--- src/hw/crf_consts.vh ---
`ifndef CRF_CONSTS_VH
`define CRF_CONSTS_VH

// ----------------------------------------
// register indices on the software port
// ----------------------------------------
`define CRF_IDX_DATA0 5'h00
`define CRF_IDX_DATA1 5'h01
`define CRF_IDX_DATA2 5'h02
`define CRF_IDX_DATA3 5'h03
`define CRF_IDX_ADDR0 5'h04
`define CRF_IDX_ADDR1 5'h05
`define CRF_IDX_FB 5'h06
`define CRF_IDX_VTB 5'h07
`define CRF_IDX_PC 5'h08
`define CRF_IDX_USP 5'h09
`define CRF_IDX_ISP 5'h0a
`define CRF_IDX_SB 5'h0b
`define CRF_IDX_FLAGS 5'h0c
`define CRF_IDX_SP 5'h0d
`define CRF_IDX_D0_HI 5'h0e
`define CRF_IDX_D0_LO 5'h0f
`define CRF_IDX_D1_HI 5'h10
`define CRF_IDX_D1_LO 5'h11
`define CRF_IDX_PAIR_LO 5'h12
`define CRF_IDX_PAIR_HI 5'h13
`define CRF_IDX_ADDR_PAIR 5'h14

// ----------------------------------------
// flag register field positions
// ----------------------------------------
`define CRF_FLG_C 0
`define CRF_FLG_D 1
`define CRF_FLG_Z 2
`define CRF_FLG_S 3
`define CRF_FLG_B 4
`define CRF_FLG_O 5
`define CRF_FLG_I 6
`define CRF_FLG_U 7
`define CRF_FLG_IPL_LSB 8
`define CRF_FLG_IPL_MSB 10

// ----------------------------------------
// reset values and other constants
// ----------------------------------------
`define CRF_RST_WORD 16'h0000
`define CRF_RST_ADDR20 20'h00000
`define CRF_RST_FLAGS 11'h000
`define CRF_BANK_SIZE 4'h7
`define CRF_SWI_LIMIT 6'h20
`define CRF_SIZE_BYTE 2'h0
`define CRF_SIZE_WORD 2'h1
`define CRF_SIZE_LONG 2'h2

`endif

--- src/hw/crf_regfile.v ---
// Chosen here: the plain strobed port and the address map.
`include "crf_consts.vh"

module crf_regfile (
	input wire ref_clk,
	input wire rst,
	input wire ce,
	input wire [4:0] reg_addr,
	input wire [31:0] reg_wdata,
	input wire reg_wr,
	input wire reg_rd,
	output reg [31:0] rdata_reg,
	input wire flag_we,
	input wire [1:0] flag_size,
	input wire [31:0] alu_result,
	input wire alu_carry,
	input wire alu_overflow,
	input wire pc_load,
	input wire [19:0] pc_target,
	input wire pc_step_en,
	input wire [2:0] pc_step,
	input wire irq_pending,
	input wire [2:0] irq_level,
	input wire irq_ack,
	input wire swi_exec,
	input wire [5:0] swi_num,
	output wire irq_accept,
	output wire [19:0] pc_out,
	output wire [19:0] vector_base_out,
	output wire [15:0] stack_pointer,
	output wire [31:0] address_pair,
	output wire [15:0] frame_base_out,
	output wire [15:0] static_base_out,
	output wire [10:0] flags_out
);

// ----------------------------------------
// helper functions
// ----------------------------------------
// flat index of a banked register: bank times seven plus slot
function [3:0] bank_idx;
	input bnk;
	input [2:0] slot;
	begin
		bank_idx = (bnk ? `CRF_BANK_SIZE : 4'h0) + {1'b0, slot};
	end
endfunction

function res_zero;
	input [1:0] size;
	input [31:0] val;
	begin
		case (size)
			`CRF_SIZE_BYTE: res_zero = (val[7:0] == 8'h00);
			`CRF_SIZE_WORD: res_zero = (val[15:0] == 16'h0000);
			default: res_zero = (val == 32'h00000000);
		endcase
	end
endfunction

function res_sign;
	input [1:0] size;
	input [31:0] val;
	begin
		case (size)
			`CRF_SIZE_BYTE: res_sign = val[7];
			`CRF_SIZE_WORD: res_sign = val[15];
			default: res_sign = val[31];
		endcase
	end
endfunction

// slots of the visible bank that a software index touches
function slot_hit;
	input [4:0] addr;
	input [2:0] slot;
	begin
		case (addr)
			`CRF_IDX_DATA0: slot_hit = (slot == 3'h0);
			`CRF_IDX_DATA1: slot_hit = (slot == 3'h1);
			`CRF_IDX_DATA2: slot_hit = (slot == 3'h2);
			`CRF_IDX_DATA3: slot_hit = (slot == 3'h3);
			`CRF_IDX_ADDR0: slot_hit = (slot == 3'h4);
			`CRF_IDX_ADDR1: slot_hit = (slot == 3'h5);
			`CRF_IDX_FB: slot_hit = (slot == 3'h6);
			`CRF_IDX_D0_HI: slot_hit = (slot == 3'h0);
			`CRF_IDX_D0_LO: slot_hit = (slot == 3'h0);
			`CRF_IDX_D1_HI: slot_hit = (slot == 3'h1);
			`CRF_IDX_D1_LO: slot_hit = (slot == 3'h1);
			`CRF_IDX_PAIR_LO: slot_hit = (slot == 3'h0) || (slot == 3'h2);
			`CRF_IDX_PAIR_HI: slot_hit = (slot == 3'h1) || (slot == 3'h3);
			`CRF_IDX_ADDR_PAIR: slot_hit = (slot == 3'h4) || (slot == 3'h5);
			default: slot_hit = 1'b0;
		endcase
	end
endfunction

// new contents of a touched slot; a byte write keeps the other byte
function [15:0] slot_merge;
	input [4:0] addr;
	input [2:0] slot;
	input [15:0] old;
	input [31:0] wdata;
	begin
		case (addr)
			`CRF_IDX_D0_HI, `CRF_IDX_D1_HI: slot_merge = {wdata[7:0], old[7:0]};
			`CRF_IDX_D0_LO, `CRF_IDX_D1_LO: slot_merge = {old[15:8], wdata[7:0]};
			// in a pair the third, fourth and second address slots take the upper word
			`CRF_IDX_PAIR_LO, `CRF_IDX_PAIR_HI, `CRF_IDX_ADDR_PAIR: begin
				if (slot == 3'h2 || slot == 3'h3 || slot == 3'h5) begin
					slot_merge = wdata[31:16];
				end else begin
					slot_merge = wdata[15:0];
				end
			end
			default: slot_merge = wdata[15:0];
		endcase
	end
endfunction

// ----------------------------------------
// storage
// ----------------------------------------
// slots 0-3 data, 4-5 address, 6 frame base; two banks of seven
reg [15:0] bank_reg [0:13];
reg [19:0] vtb_reg;
reg [19:0] pc_reg;
reg [15:0] usp_reg;
reg [15:0] isp_reg;
reg [15:0] sb_reg;
reg [10:0] flg_reg;

wire bank_sel;
wire stack_sel;
wire [2:0] processor_priority_level;
wire swi_low;
integer i;
integer s;

assign bank_sel = flg_reg[`CRF_FLG_B];
assign stack_sel = flg_reg[`CRF_FLG_U];
assign processor_priority_level = flg_reg[`CRF_FLG_IPL_MSB:`CRF_FLG_IPL_LSB];
assign swi_low = swi_exec && (swi_num < `CRF_SWI_LIMIT);

// ----------------------------------------
// views toward the datapath
// ----------------------------------------
// bank 0 when the select flag is 0, bank 1 when it is 1
wire [15:0] cur_d0 = bank_reg[bank_idx(bank_sel, 3'h0)];
wire [15:0] cur_d1 = bank_reg[bank_idx(bank_sel, 3'h1)];
wire [15:0] cur_d2 = bank_reg[bank_idx(bank_sel, 3'h2)];
wire [15:0] cur_d3 = bank_reg[bank_idx(bank_sel, 3'h3)];
wire [15:0] cur_a0 = bank_reg[bank_idx(bank_sel, 3'h4)];
wire [15:0] cur_a1 = bank_reg[bank_idx(bank_sel, 3'h5)];
wire [15:0] cur_fb = bank_reg[bank_idx(bank_sel, 3'h6)];

assign pc_out = pc_reg;
assign vector_base_out = vtb_reg;
assign stack_pointer = stack_sel ? usp_reg : isp_reg;
assign address_pair = {cur_a1, cur_a0};
assign frame_base_out = cur_fb;
assign static_base_out = sb_reg;
assign flags_out = flg_reg;
// maskable request passes only when enabled and strictly above the level
assign irq_accept = irq_pending && flg_reg[`CRF_FLG_I] && (irq_level > processor_priority_level);

// ----------------------------------------
// read path
// ----------------------------------------
reg [31:0] rdata_next;

always @* begin
	case (reg_addr)
		`CRF_IDX_DATA0: rdata_next = {16'h0000, cur_d0};
		`CRF_IDX_DATA1: rdata_next = {16'h0000, cur_d1};
		`CRF_IDX_DATA2: rdata_next = {16'h0000, cur_d2};
		`CRF_IDX_DATA3: rdata_next = {16'h0000, cur_d3};
		`CRF_IDX_ADDR0: rdata_next = {16'h0000, cur_a0};
		`CRF_IDX_ADDR1: rdata_next = {16'h0000, cur_a1};
		`CRF_IDX_FB: rdata_next = {16'h0000, cur_fb};
		`CRF_IDX_VTB: rdata_next = {12'h000, vtb_reg};
		`CRF_IDX_PC: rdata_next = {12'h000, pc_reg};
		`CRF_IDX_USP: rdata_next = {16'h0000, usp_reg};
		`CRF_IDX_ISP: rdata_next = {16'h0000, isp_reg};
		`CRF_IDX_SB: rdata_next = {16'h0000, sb_reg};
		`CRF_IDX_FLAGS: rdata_next = {21'h000000, flg_reg};
		`CRF_IDX_SP: rdata_next = {16'h0000, stack_pointer};
		`CRF_IDX_D0_HI: rdata_next = {24'h000000, cur_d0[15:8]};
		`CRF_IDX_D0_LO: rdata_next = {24'h000000, cur_d0[7:0]};
		`CRF_IDX_D1_HI: rdata_next = {24'h000000, cur_d1[15:8]};
		`CRF_IDX_D1_LO: rdata_next = {24'h000000, cur_d1[7:0]};
		`CRF_IDX_PAIR_LO: rdata_next = {cur_d2, cur_d0};
		`CRF_IDX_PAIR_HI: rdata_next = {cur_d3, cur_d1};
		`CRF_IDX_ADDR_PAIR: rdata_next = address_pair;
		default: rdata_next = 32'h00000000;
	endcase
end

// read data stand after an enabled strobe until the next clock with ce high reloads them, or clears them if the strobe is low
always @(posedge ref_clk) begin
	if (rst) begin
		rdata_reg <= 32'h00000000;
	end else if (ce) begin
		if (reg_rd) begin
			rdata_reg <= rdata_next;
		end else begin
			rdata_reg <= 32'h00000000;
		end
	end
end

// ----------------------------------------
// program counter next state
// ----------------------------------------
reg [19:0] pc_next;

// a software write to the counter beats the sequencer
always @* begin
	pc_next = pc_reg;
	if (pc_load) begin
		pc_next = pc_target;
	end else if (pc_step_en) begin
		pc_next = pc_reg + {17'h00000, pc_step};
	end
	if (reg_wr && (reg_addr == `CRF_IDX_PC)) begin
		pc_next = reg_wdata[19:0];
	end
end

// ----------------------------------------
// stack pointers and base registers next state
// ----------------------------------------
reg [15:0] usp_next;
reg [15:0] isp_next;
reg [19:0] vtb_next;
reg [15:0] sb_next;

always @* begin
	usp_next = usp_reg;
	isp_next = isp_reg;
	vtb_next = vtb_reg;
	sb_next = sb_reg;
	if (reg_wr) begin
		case (reg_addr)
			`CRF_IDX_VTB: vtb_next = reg_wdata[19:0];
			`CRF_IDX_USP: usp_next = reg_wdata[15:0];
			`CRF_IDX_ISP: isp_next = reg_wdata[15:0];
			`CRF_IDX_SB: sb_next = reg_wdata[15:0];
			// the window onto the active pointer follows the stack-select flag
			`CRF_IDX_SP: begin
				if (stack_sel) begin
					usp_next = reg_wdata[15:0];
				end else begin
					isp_next = reg_wdata[15:0];
				end
			end
			default: begin
			end
		endcase
	end
end

// ----------------------------------------
// flag register next state
// ----------------------------------------
reg [10:0] flg_next;

// later assignments win: datapath, then software, then interrupt clears
always @* begin
	flg_next = flg_reg;
	// condition flags from the last operation
	if (flag_we) begin
		flg_next[`CRF_FLG_C] = alu_carry;
		flg_next[`CRF_FLG_Z] = res_zero(flag_size, alu_result);
		flg_next[`CRF_FLG_S] = res_sign(flag_size, alu_result);
		flg_next[`CRF_FLG_O] = alu_overflow;
	end
	// the debug bit is stored as written; software keeps it at zero
	if (reg_wr && (reg_addr == `CRF_IDX_FLAGS)) begin
		flg_next = reg_wdata[10:0];
	end
	// interrupt entry clears enable and stack select, winning over software
	if (irq_ack) begin
		flg_next[`CRF_FLG_I] = 1'b0;
		flg_next[`CRF_FLG_U] = 1'b0;
	end
	if (swi_low) begin
		flg_next[`CRF_FLG_U] = 1'b0;
	end
end

// ----------------------------------------
// state update
// ----------------------------------------
always @(posedge ref_clk) begin
	if (rst) begin
		for (i = 0; i < 14; i = i + 1) begin
			bank_reg[i] <= `CRF_RST_WORD;
		end
		vtb_reg <= `CRF_RST_ADDR20;
		pc_reg <= `CRF_RST_ADDR20;
		usp_reg <= `CRF_RST_WORD;
		isp_reg <= `CRF_RST_WORD;
		sb_reg <= `CRF_RST_WORD;
		flg_reg <= `CRF_RST_FLAGS;
	end else if (ce) begin
		// software writes to the visible bank land at the end of this cycle
		if (reg_wr) begin
			for (s = 0; s < 7; s = s + 1) begin
				if (slot_hit(reg_addr, s[2:0])) begin
					bank_reg[bank_idx(bank_sel, s[2:0])] <=
						slot_merge(reg_addr, s[2:0],
							bank_reg[bank_idx(bank_sel, s[2:0])], reg_wdata);
				end
			end
		end
		vtb_reg <= vtb_next;
		pc_reg <= pc_next;
		usp_reg <= usp_next;
		isp_reg <= isp_next;
		sb_reg <= sb_next;
		flg_reg <= flg_next;
	end
end

endmodule

--- config.mk ---
export PLATFORM = sky130hd
export DESIGN_NAME = crf_regfile
export DESIGN_NICKNAME = d
export VERILOG_FILES = /design/src/hw/crf_regfile.v
export VERILOG_INCLUDE_DIRS = /design/src /design/src/hw
export SDC_FILE = /design/constraint.sdc
export NUM_CORES = 1
export LEC_CHECK = 0
export BUFFER_PORTS_ARGS = -buffer_cell sky130_fd_sc_hd__buf_2
export CAP_MARGIN = 20
export CORE_UTILIZATION = 35
export DETAILED_ROUTE_END_ITERATION = 6
export PLACE_DENSITY = 0.65
export SLEW_MARGIN = 15
export SYNTH_ARGS = -nofsm -noshare
export SYNTH_HDL_FRONTEND = slang
export SYNTH_SLANG_ARGS = --single-unit
export TNS_END_PERCENT = 30
--- constraint.sdc ---
create_clock -name ref_clk -period 3 [get_ports ref_clk]
set_input_delay 0.15 -clock ref_clk [delete_from_list [all_inputs] [get_ports ref_clk]]
set_output_delay 0.15 -clock ref_clk [all_outputs]
set_load 0.005 [all_outputs]
# --- Yosys cells after proc, flatten, opt, wreduce, memory -nomap -nowiden ---
# Memories as Yosys holds them, arrays and structs flattened.
# Cells that the tools add are included.
op_classes:
  n_addsub: 7
  mul: 0
  n_div: 0
  magnitude_cmp: 2
  eq_ne: 23
  n_shift: 0
  muxes: 133
  bitwise: 0
  reduce_logical: 35
op_table:
  columns: ["cell", "n"]
  rows:
  - ["case mux 32 bit (21 select lines)", 1]
  - ["two-way mux 16 bit", 38]
  - ["case mux 16 bit (2 select lines)", 6]
  - ["case mux 16 bit (3 select lines)", 3]
  - ["OR reduction 16 bit", 7]
  - ["two-way mux 1 bit", 68]
  - ["two-way mux 20 bit", 3]
  - ["== test 5 x 4 -> 1 bit, second input constant", 8]
  - ["zero test 32 bit", 1]
  - ["two-way mux 32 bit", 1]
  - ["two-way mux 4 bit", 7]
  - ["== test 5 bit, second input constant", 5]
  - ["adder 20 x 3 -> 20 bit", 1]
  - ["== test 5 x 3 -> 1 bit, second input constant", 4]
  - ["zero test 16 bit", 1]
  - ["== test 5 x 2 -> 1 bit, second input constant", 2]
  - ["AND reduction 2 bit", 5]
  - ["adder 4 x 2 -> 4 bit, second input constant", 2]
  - ["adder 4 x 3 -> 4 bit, second input constant", 2]
  - ["zero test 8 bit", 1]
  - ["two-way mux 8 bit", 1]
  - ["AND reduction 4 bit", 2]
  - ["nonzero test 2 bit", 4]
  - ["less-than comparator 6 bit, second input constant", 1]
  - ["other kinds (16)", 26]
word_totals:
  register_bits: 131
  latchBits: 0
  ramBits: 224
  rom_bits: 224
  in_bits: 116
  out_inout_bits: 164
  wordCells: 218
  memories: 8
mem_list:
  columns: ["name", "words", "word_bits", "read_ports", "rd_clocked_by_memory_dff", "wr", "line_no", "rtl"]
  rows:
  - ["bank_reg", 14, 16, 7, 0, 14, "crf_regfile.v:125", "reg [15:0] bank_reg [0:13];"]
  - ["(name not given)", 32, 1, 1, 0, 0, "crf_regfile.v:78", "case (addr)"]
  - ["(name not given)", 32, 1, 1, 0, 0, "crf_regfile.v:78", null]
  - ["(name not given)", 32, 1, 1, 0, 0, "crf_regfile.v:78", null]
  - ["(name not given)", 32, 1, 1, 0, 0, "crf_regfile.v:78", null]
  - ["(name not given)", 32, 1, 1, 0, 0, "crf_regfile.v:78", null]
  - ["2 more memories", null, null, null, null, null, null, null]

# --- Longest topological paths before layout ---
# An unclocked memory read counts as a cell.
logic_depth:
  word_depth: 11
  mapped_depth: 10
  depth_no_buf: 8

# --- Least setup slack after synthesis ---
# Ideal clock, no wire load.
synth_path:
  path_type: "register to register"
  start: "reg flg_reg[4] (netlist: flags_out[4])"
  end: "mem bank_reg[7][0] (enable)"
  arrival_time_ns: 1.954
  required_time_ns: 2.628
  setup_slack_ns: 0.675
  path_stages_with_launch: 8
  path_buffers: 5
  synth_period_minus_slack_ns: 2.325
  path_cell_list: "dfxtp_1 -> buf_4 -> buf_2 -> buf_4 -> buf_4 -> o211ai_1 -> buf_2 -> nand2_1"
synth_rtl:
  columns: ["item", "line_no", "rtl"]
  rows:
  - ["from (decl)", "crf_regfile.v:131", "reg [10:0] flg_reg;"]
  - ["from (signal assigned)", "crf_regfile.v:305", "flg_reg <= `CRF_RST_FLAGS;"]
  - ["from (signal assigned)", "crf_regfile.v:322", "flg_reg <= flg_next;"]
  - ["to (decl)", "crf_regfile.v:125", null]

# --- Worst setup path after layout ---
layout_path:
  start: "reg pc_reg[0] (netlist: pc_out[0])"
  end: "reg pc_reg[14] (netlist: pc_out[14])"
layout_between:
  elab_chain_cells: 4
layout_rtl:
  columns: ["item", "line_no", "rtl"]
  rows:
  - ["from (decl)", "crf_regfile.v:127", "reg [19:0] pc_reg;"]
  - ["from (signal assigned)", "crf_regfile.v:301", "pc_reg <= `CRF_RST_ADDR20;"]
  - ["from (signal assigned)", "crf_regfile.v:318", "pc_reg <= pc_next;"]
  - ["adder 20 x 3 -> 20 bit", "crf_regfile.v:223", "pc_next = pc_reg + {17'h00000, pc_step};"]
  - ["two-way mux 20 bit", "crf_regfile.v:222", "end else if (pc_step_en) begin"]
  - ["two-way mux 20 bit", "crf_regfile.v:220", "if (pc_load) begin"]
  - ["two-way mux 20 bit", "crf_regfile.v:225", "if (reg_wr && (reg_addr == `CRF_IDX_PC)) begin"]
# Every way passes these cells. The select of a mux whose other input is x is not followed.
# A chain may end at the register's enable or synchronous reset.

==> reports/results.md <==
| Quantity | Reported |
| --- | --- |
| Post-synthesis share of cell area spent on xor and xnor gates | 0.00370 |
| Post-route worst setup slack | 448 ps |
| Mux share of post-synthesis cell area | 0.101 |
| Worst Clk Skew | 21.1 ps |
| Most common cell after layout, fill and taps aside | nor2_1 |
| Async set-reset flop share out of synthesis | 0 |
| Total chip power | 11.5 mW |
| Maximum operating frequency | 392 MHz |
| Number of setup violations in the final report | 0 |
| Ratio of cells with drive above 1 in the final layout | 0.261 |
| CTS clock-pin slew for the worst setup and hold paths | 60 ps |
| Non-Filler Instances | 2941 |
| Number of clock sinks | 355 |
| Post-cts gate resize count | 0 |
| Worst max-slew margin expressed relative to the limit | 0.410 |
| Grt total ovfl | 0 |
| Number of inserted filler cells in the final layout | 5138 |
| Row count | 84 |
| Die Y | 235 um |
| Critical Path Fanout Max | 7 |
| Pwr Density | 500 nW/um^2 |
| TNS Setup | 0 ps |
| Setup fix buffers added after clock tree synthesis | 0 |
| Via-to-Cell Ratio | 6.17 |
| Width of the chip | 235 um |
| Count of placed standard cells including taps | 2828 |
| Data required time of the critical path | 3450 ps |
| Seq/Total Area, Yosys | 0.493 |
| Final estimated routing congestion in global placement | 0.980 |
| Detailed-route via count | 18100 |
| Final min period | 2550 ps |
| Combinational family with the most area after synthesis | compound AO/OA/AOI/OAI gates |
| Fraction of the cycle the final worst path needs | 0.851 |
| Post-route antenna net violation count | 0 |
| Number of placed I/O pins | 280 |
| Combined area of all synthesized cells | 18900 um^2 |
| Status | finished, violations left |
| Maximum number of pins on one net before global-route repair | 63 |
| Number of slew-limit violations in the final report | 0 |
| DR WL/cell | 28.0 um |
| TritonCTS clock tree | done |
| Clock Latency Late Sink | 580 ps |
| Number of enable flip-flop cells after synthesis | 224 |
| Yosys warning total | 0 |
| Simple-gate area share of the yosys netlist | 0.171 |
| Total of buffers placed on input and output ports | 274 |
| Max IR drop VDD | 299 uV |
| Number of global-route vias before repair | 16900 |
| Dominant synthesized flop cell | edfxtp_1 |
| Worst Hold Slack | 26.7 ps |
| Endpoint class of the critical path | flip-flop |
| Wire length of the first global-routing pass | 117000 um |
| Final core utilization | 0.431 |
| Unrepaired setup endpoints after global routing | false |
| Count of different cell masters after synthesis | 85 |
| Area of the die | 55100 um^2 |
| Net count of the mapped netlist | 2046 |
| Synth Area in Compound Gates | 0.172 |
| Total of hold buffers inserted after clock tree synthesis | 38 |
| Final hold violation count | 0 |
| Number of synthesized register bits | 355 |
| Number of CTS-inserted buffers | 41 |
| Data arrival, critical path | 3000 ps |
| Flip-flop count of the largest register, all copies and words added | 224 |
| Synthesis-to-finish area growth | 20.8% |
| Dpl cell area | 21300 um^2 |
| Type of the setup path with the least slack | flip-flop to flip-flop |
| Max clock buf depth | 3 |
| Critical-path cell with the highest stage delay | dfxtp_1 |
| Largest incremental delay on the critical path | 430 ps |
| Total of max-cap violations | 0 |
| Final #Nets | 2344 |
| Cells traversed along the worst timing path | ha_1, inv_1, fa_1, nor2b_1, o2111ai_1, o21a_1, o31ai_1, o21ai_0 |
| Mean post-synth cell area | 9.85 um^2 |
| Clock tree root buffer cell | clkbuf_16 |
| Most used cells in the layout excluding fill and tap cells | nor2_1, buf_2, edfxtp_1, nand2_1, a21oi_1 |
| Leak | 8.96 nW |
| Placeable core region | 53100 um^2 |
| Failing checks | DRC |
| Total routing resource utilization after global routing | 0.288 |
| DRC errors left | 4 |
| First drt pass iteration count | 7 |
| Htree depth | 2 |
| Family with the most delay on the worst path | compound AO/OA/AOI/OAI gates |
| Final wirelength | 82500 um |
| HPWL after detailed placement | 61500 um |
| Adder and majority cell fraction of the synthesized area | 0.00502 |
| Effective utilization at floorplan | 0.357 |
| Initial antenna violation count | 4 |
| CP Buf/Inv Count | 1 |
| Post-Place Worst Slack | 445 ps |
| Tightest Pin Transition | 877 ps |
| Initial DRC count | 2593 |
| Number of instances in the synthesized netlist | 1923 |
| Path class of the lowest-slack min-delay path | input port to flip-flop |
| Post-route cell area | 22900 um^2 |
| Worst setup SP type | flip-flop |
[worst reg2reg max path, stage by stage (launching register included)]
cell,delay [ps]
dfxtp_1,430
ha_1,210
inv_1,60
fa_1,400
nor2b_1,250
o2111ai_1,390
o21a_1,320
o31ai_1,260
o21ai_0,120
[power by group]
| part | leakage [nW] | total [mW] | switching (mW) | internal [mW] |
|---|---|---|---|---|
| logic | 5.00 | 1.32 | 0.890 | 0.431 |
| registers | 3.36 | 5.41 | 0.0919 | 5.32 |
| clock network | 0.606 | 4.72 | 2.08 | 2.64 |
[per-layer routing]
layer / wire length (um) / GRT usage
met3: 10900 / 0.0778
met4: 3890 / 0.127
met5: 19 / 0
met1: 32300 / 0.388
met2: 35300 / 0.433
[final timing paths]
check / start / endpoint / slack (ps) / cells past startpoint
hold reg to reg: rdata_reg[16]$_SDFFE_PP0P_ / rdata_reg[16]$_SDFFE_PP0P_ / 470 / 2
setup / recovery: pc_out[0]$_SDFFE_PP0P_ / pc_out[14]$_SDFFE_PP0P_ / 450 / 8
hold / removal: pc_target[19] / pc_out[19]$_SDFFE_PP0P_ / 30 / 4
setup reg to reg: pc_out[0]$_SDFFE_PP0P_ / pc_out[14]$_SDFFE_PP0P_ / 450 / 8
[Yosys cell counts, types with 25 or more instances]
| master | instances | area, um^2 |
|---|---|---|
| clkbuf_1 | 79 | 297 |
| o21ai_0 | 56 | 280 |
| nand3_1 | 49 | 245 |
| dfxtp_1 | 131 | 2620 |
| mux2_2 | 105 | 1180 |
| a21oi_1 | 149 | 746 |
| nor2_1 | 291 | 1090 |
| edfxtp_1 | 224 | 6730 |
| inv_1 | 42 | 158 |
| nand2_1 | 203 | 762 |
| buf_2 | 39 | 195 |
| o211ai_1 | 25 | 188 |
| and3_1 | 25 | 156 |
| mux2i_1 | 70 | 701 |
[kinds of logic after synthesis]
logic type / after synthesis
flip-flops: 355
AO/OA/AOI/OAI: 462
XOR/XNOR: 8
multiplexers: 176
AND/OR/NAND/NOR: 707
buffers and inverters: 208
adder cells (fa/ha/maj): 7
[final cells by class]
| type | instances | area (um^2) | area share |
|---|---|---|---|
| tap | 688 | 861 | 0.0376 |
| clock inverter | 17 | 116 | 0.00508 |
| clock buffer | 57 | 1130 | 0.0492 |
| sequential | 355 | 9350 | 0.408 |
| inverter | 42 | 158 | 0.00689 |
| antenna | 1 | 2.50 | 0.000109 |
| multi-input combinational | 1360 | 8600 | 0.375 |
| timing repair buffer | 421 | 2690 | 0.117 |
No activity file was read; power rests on OpenSTA's default activity.
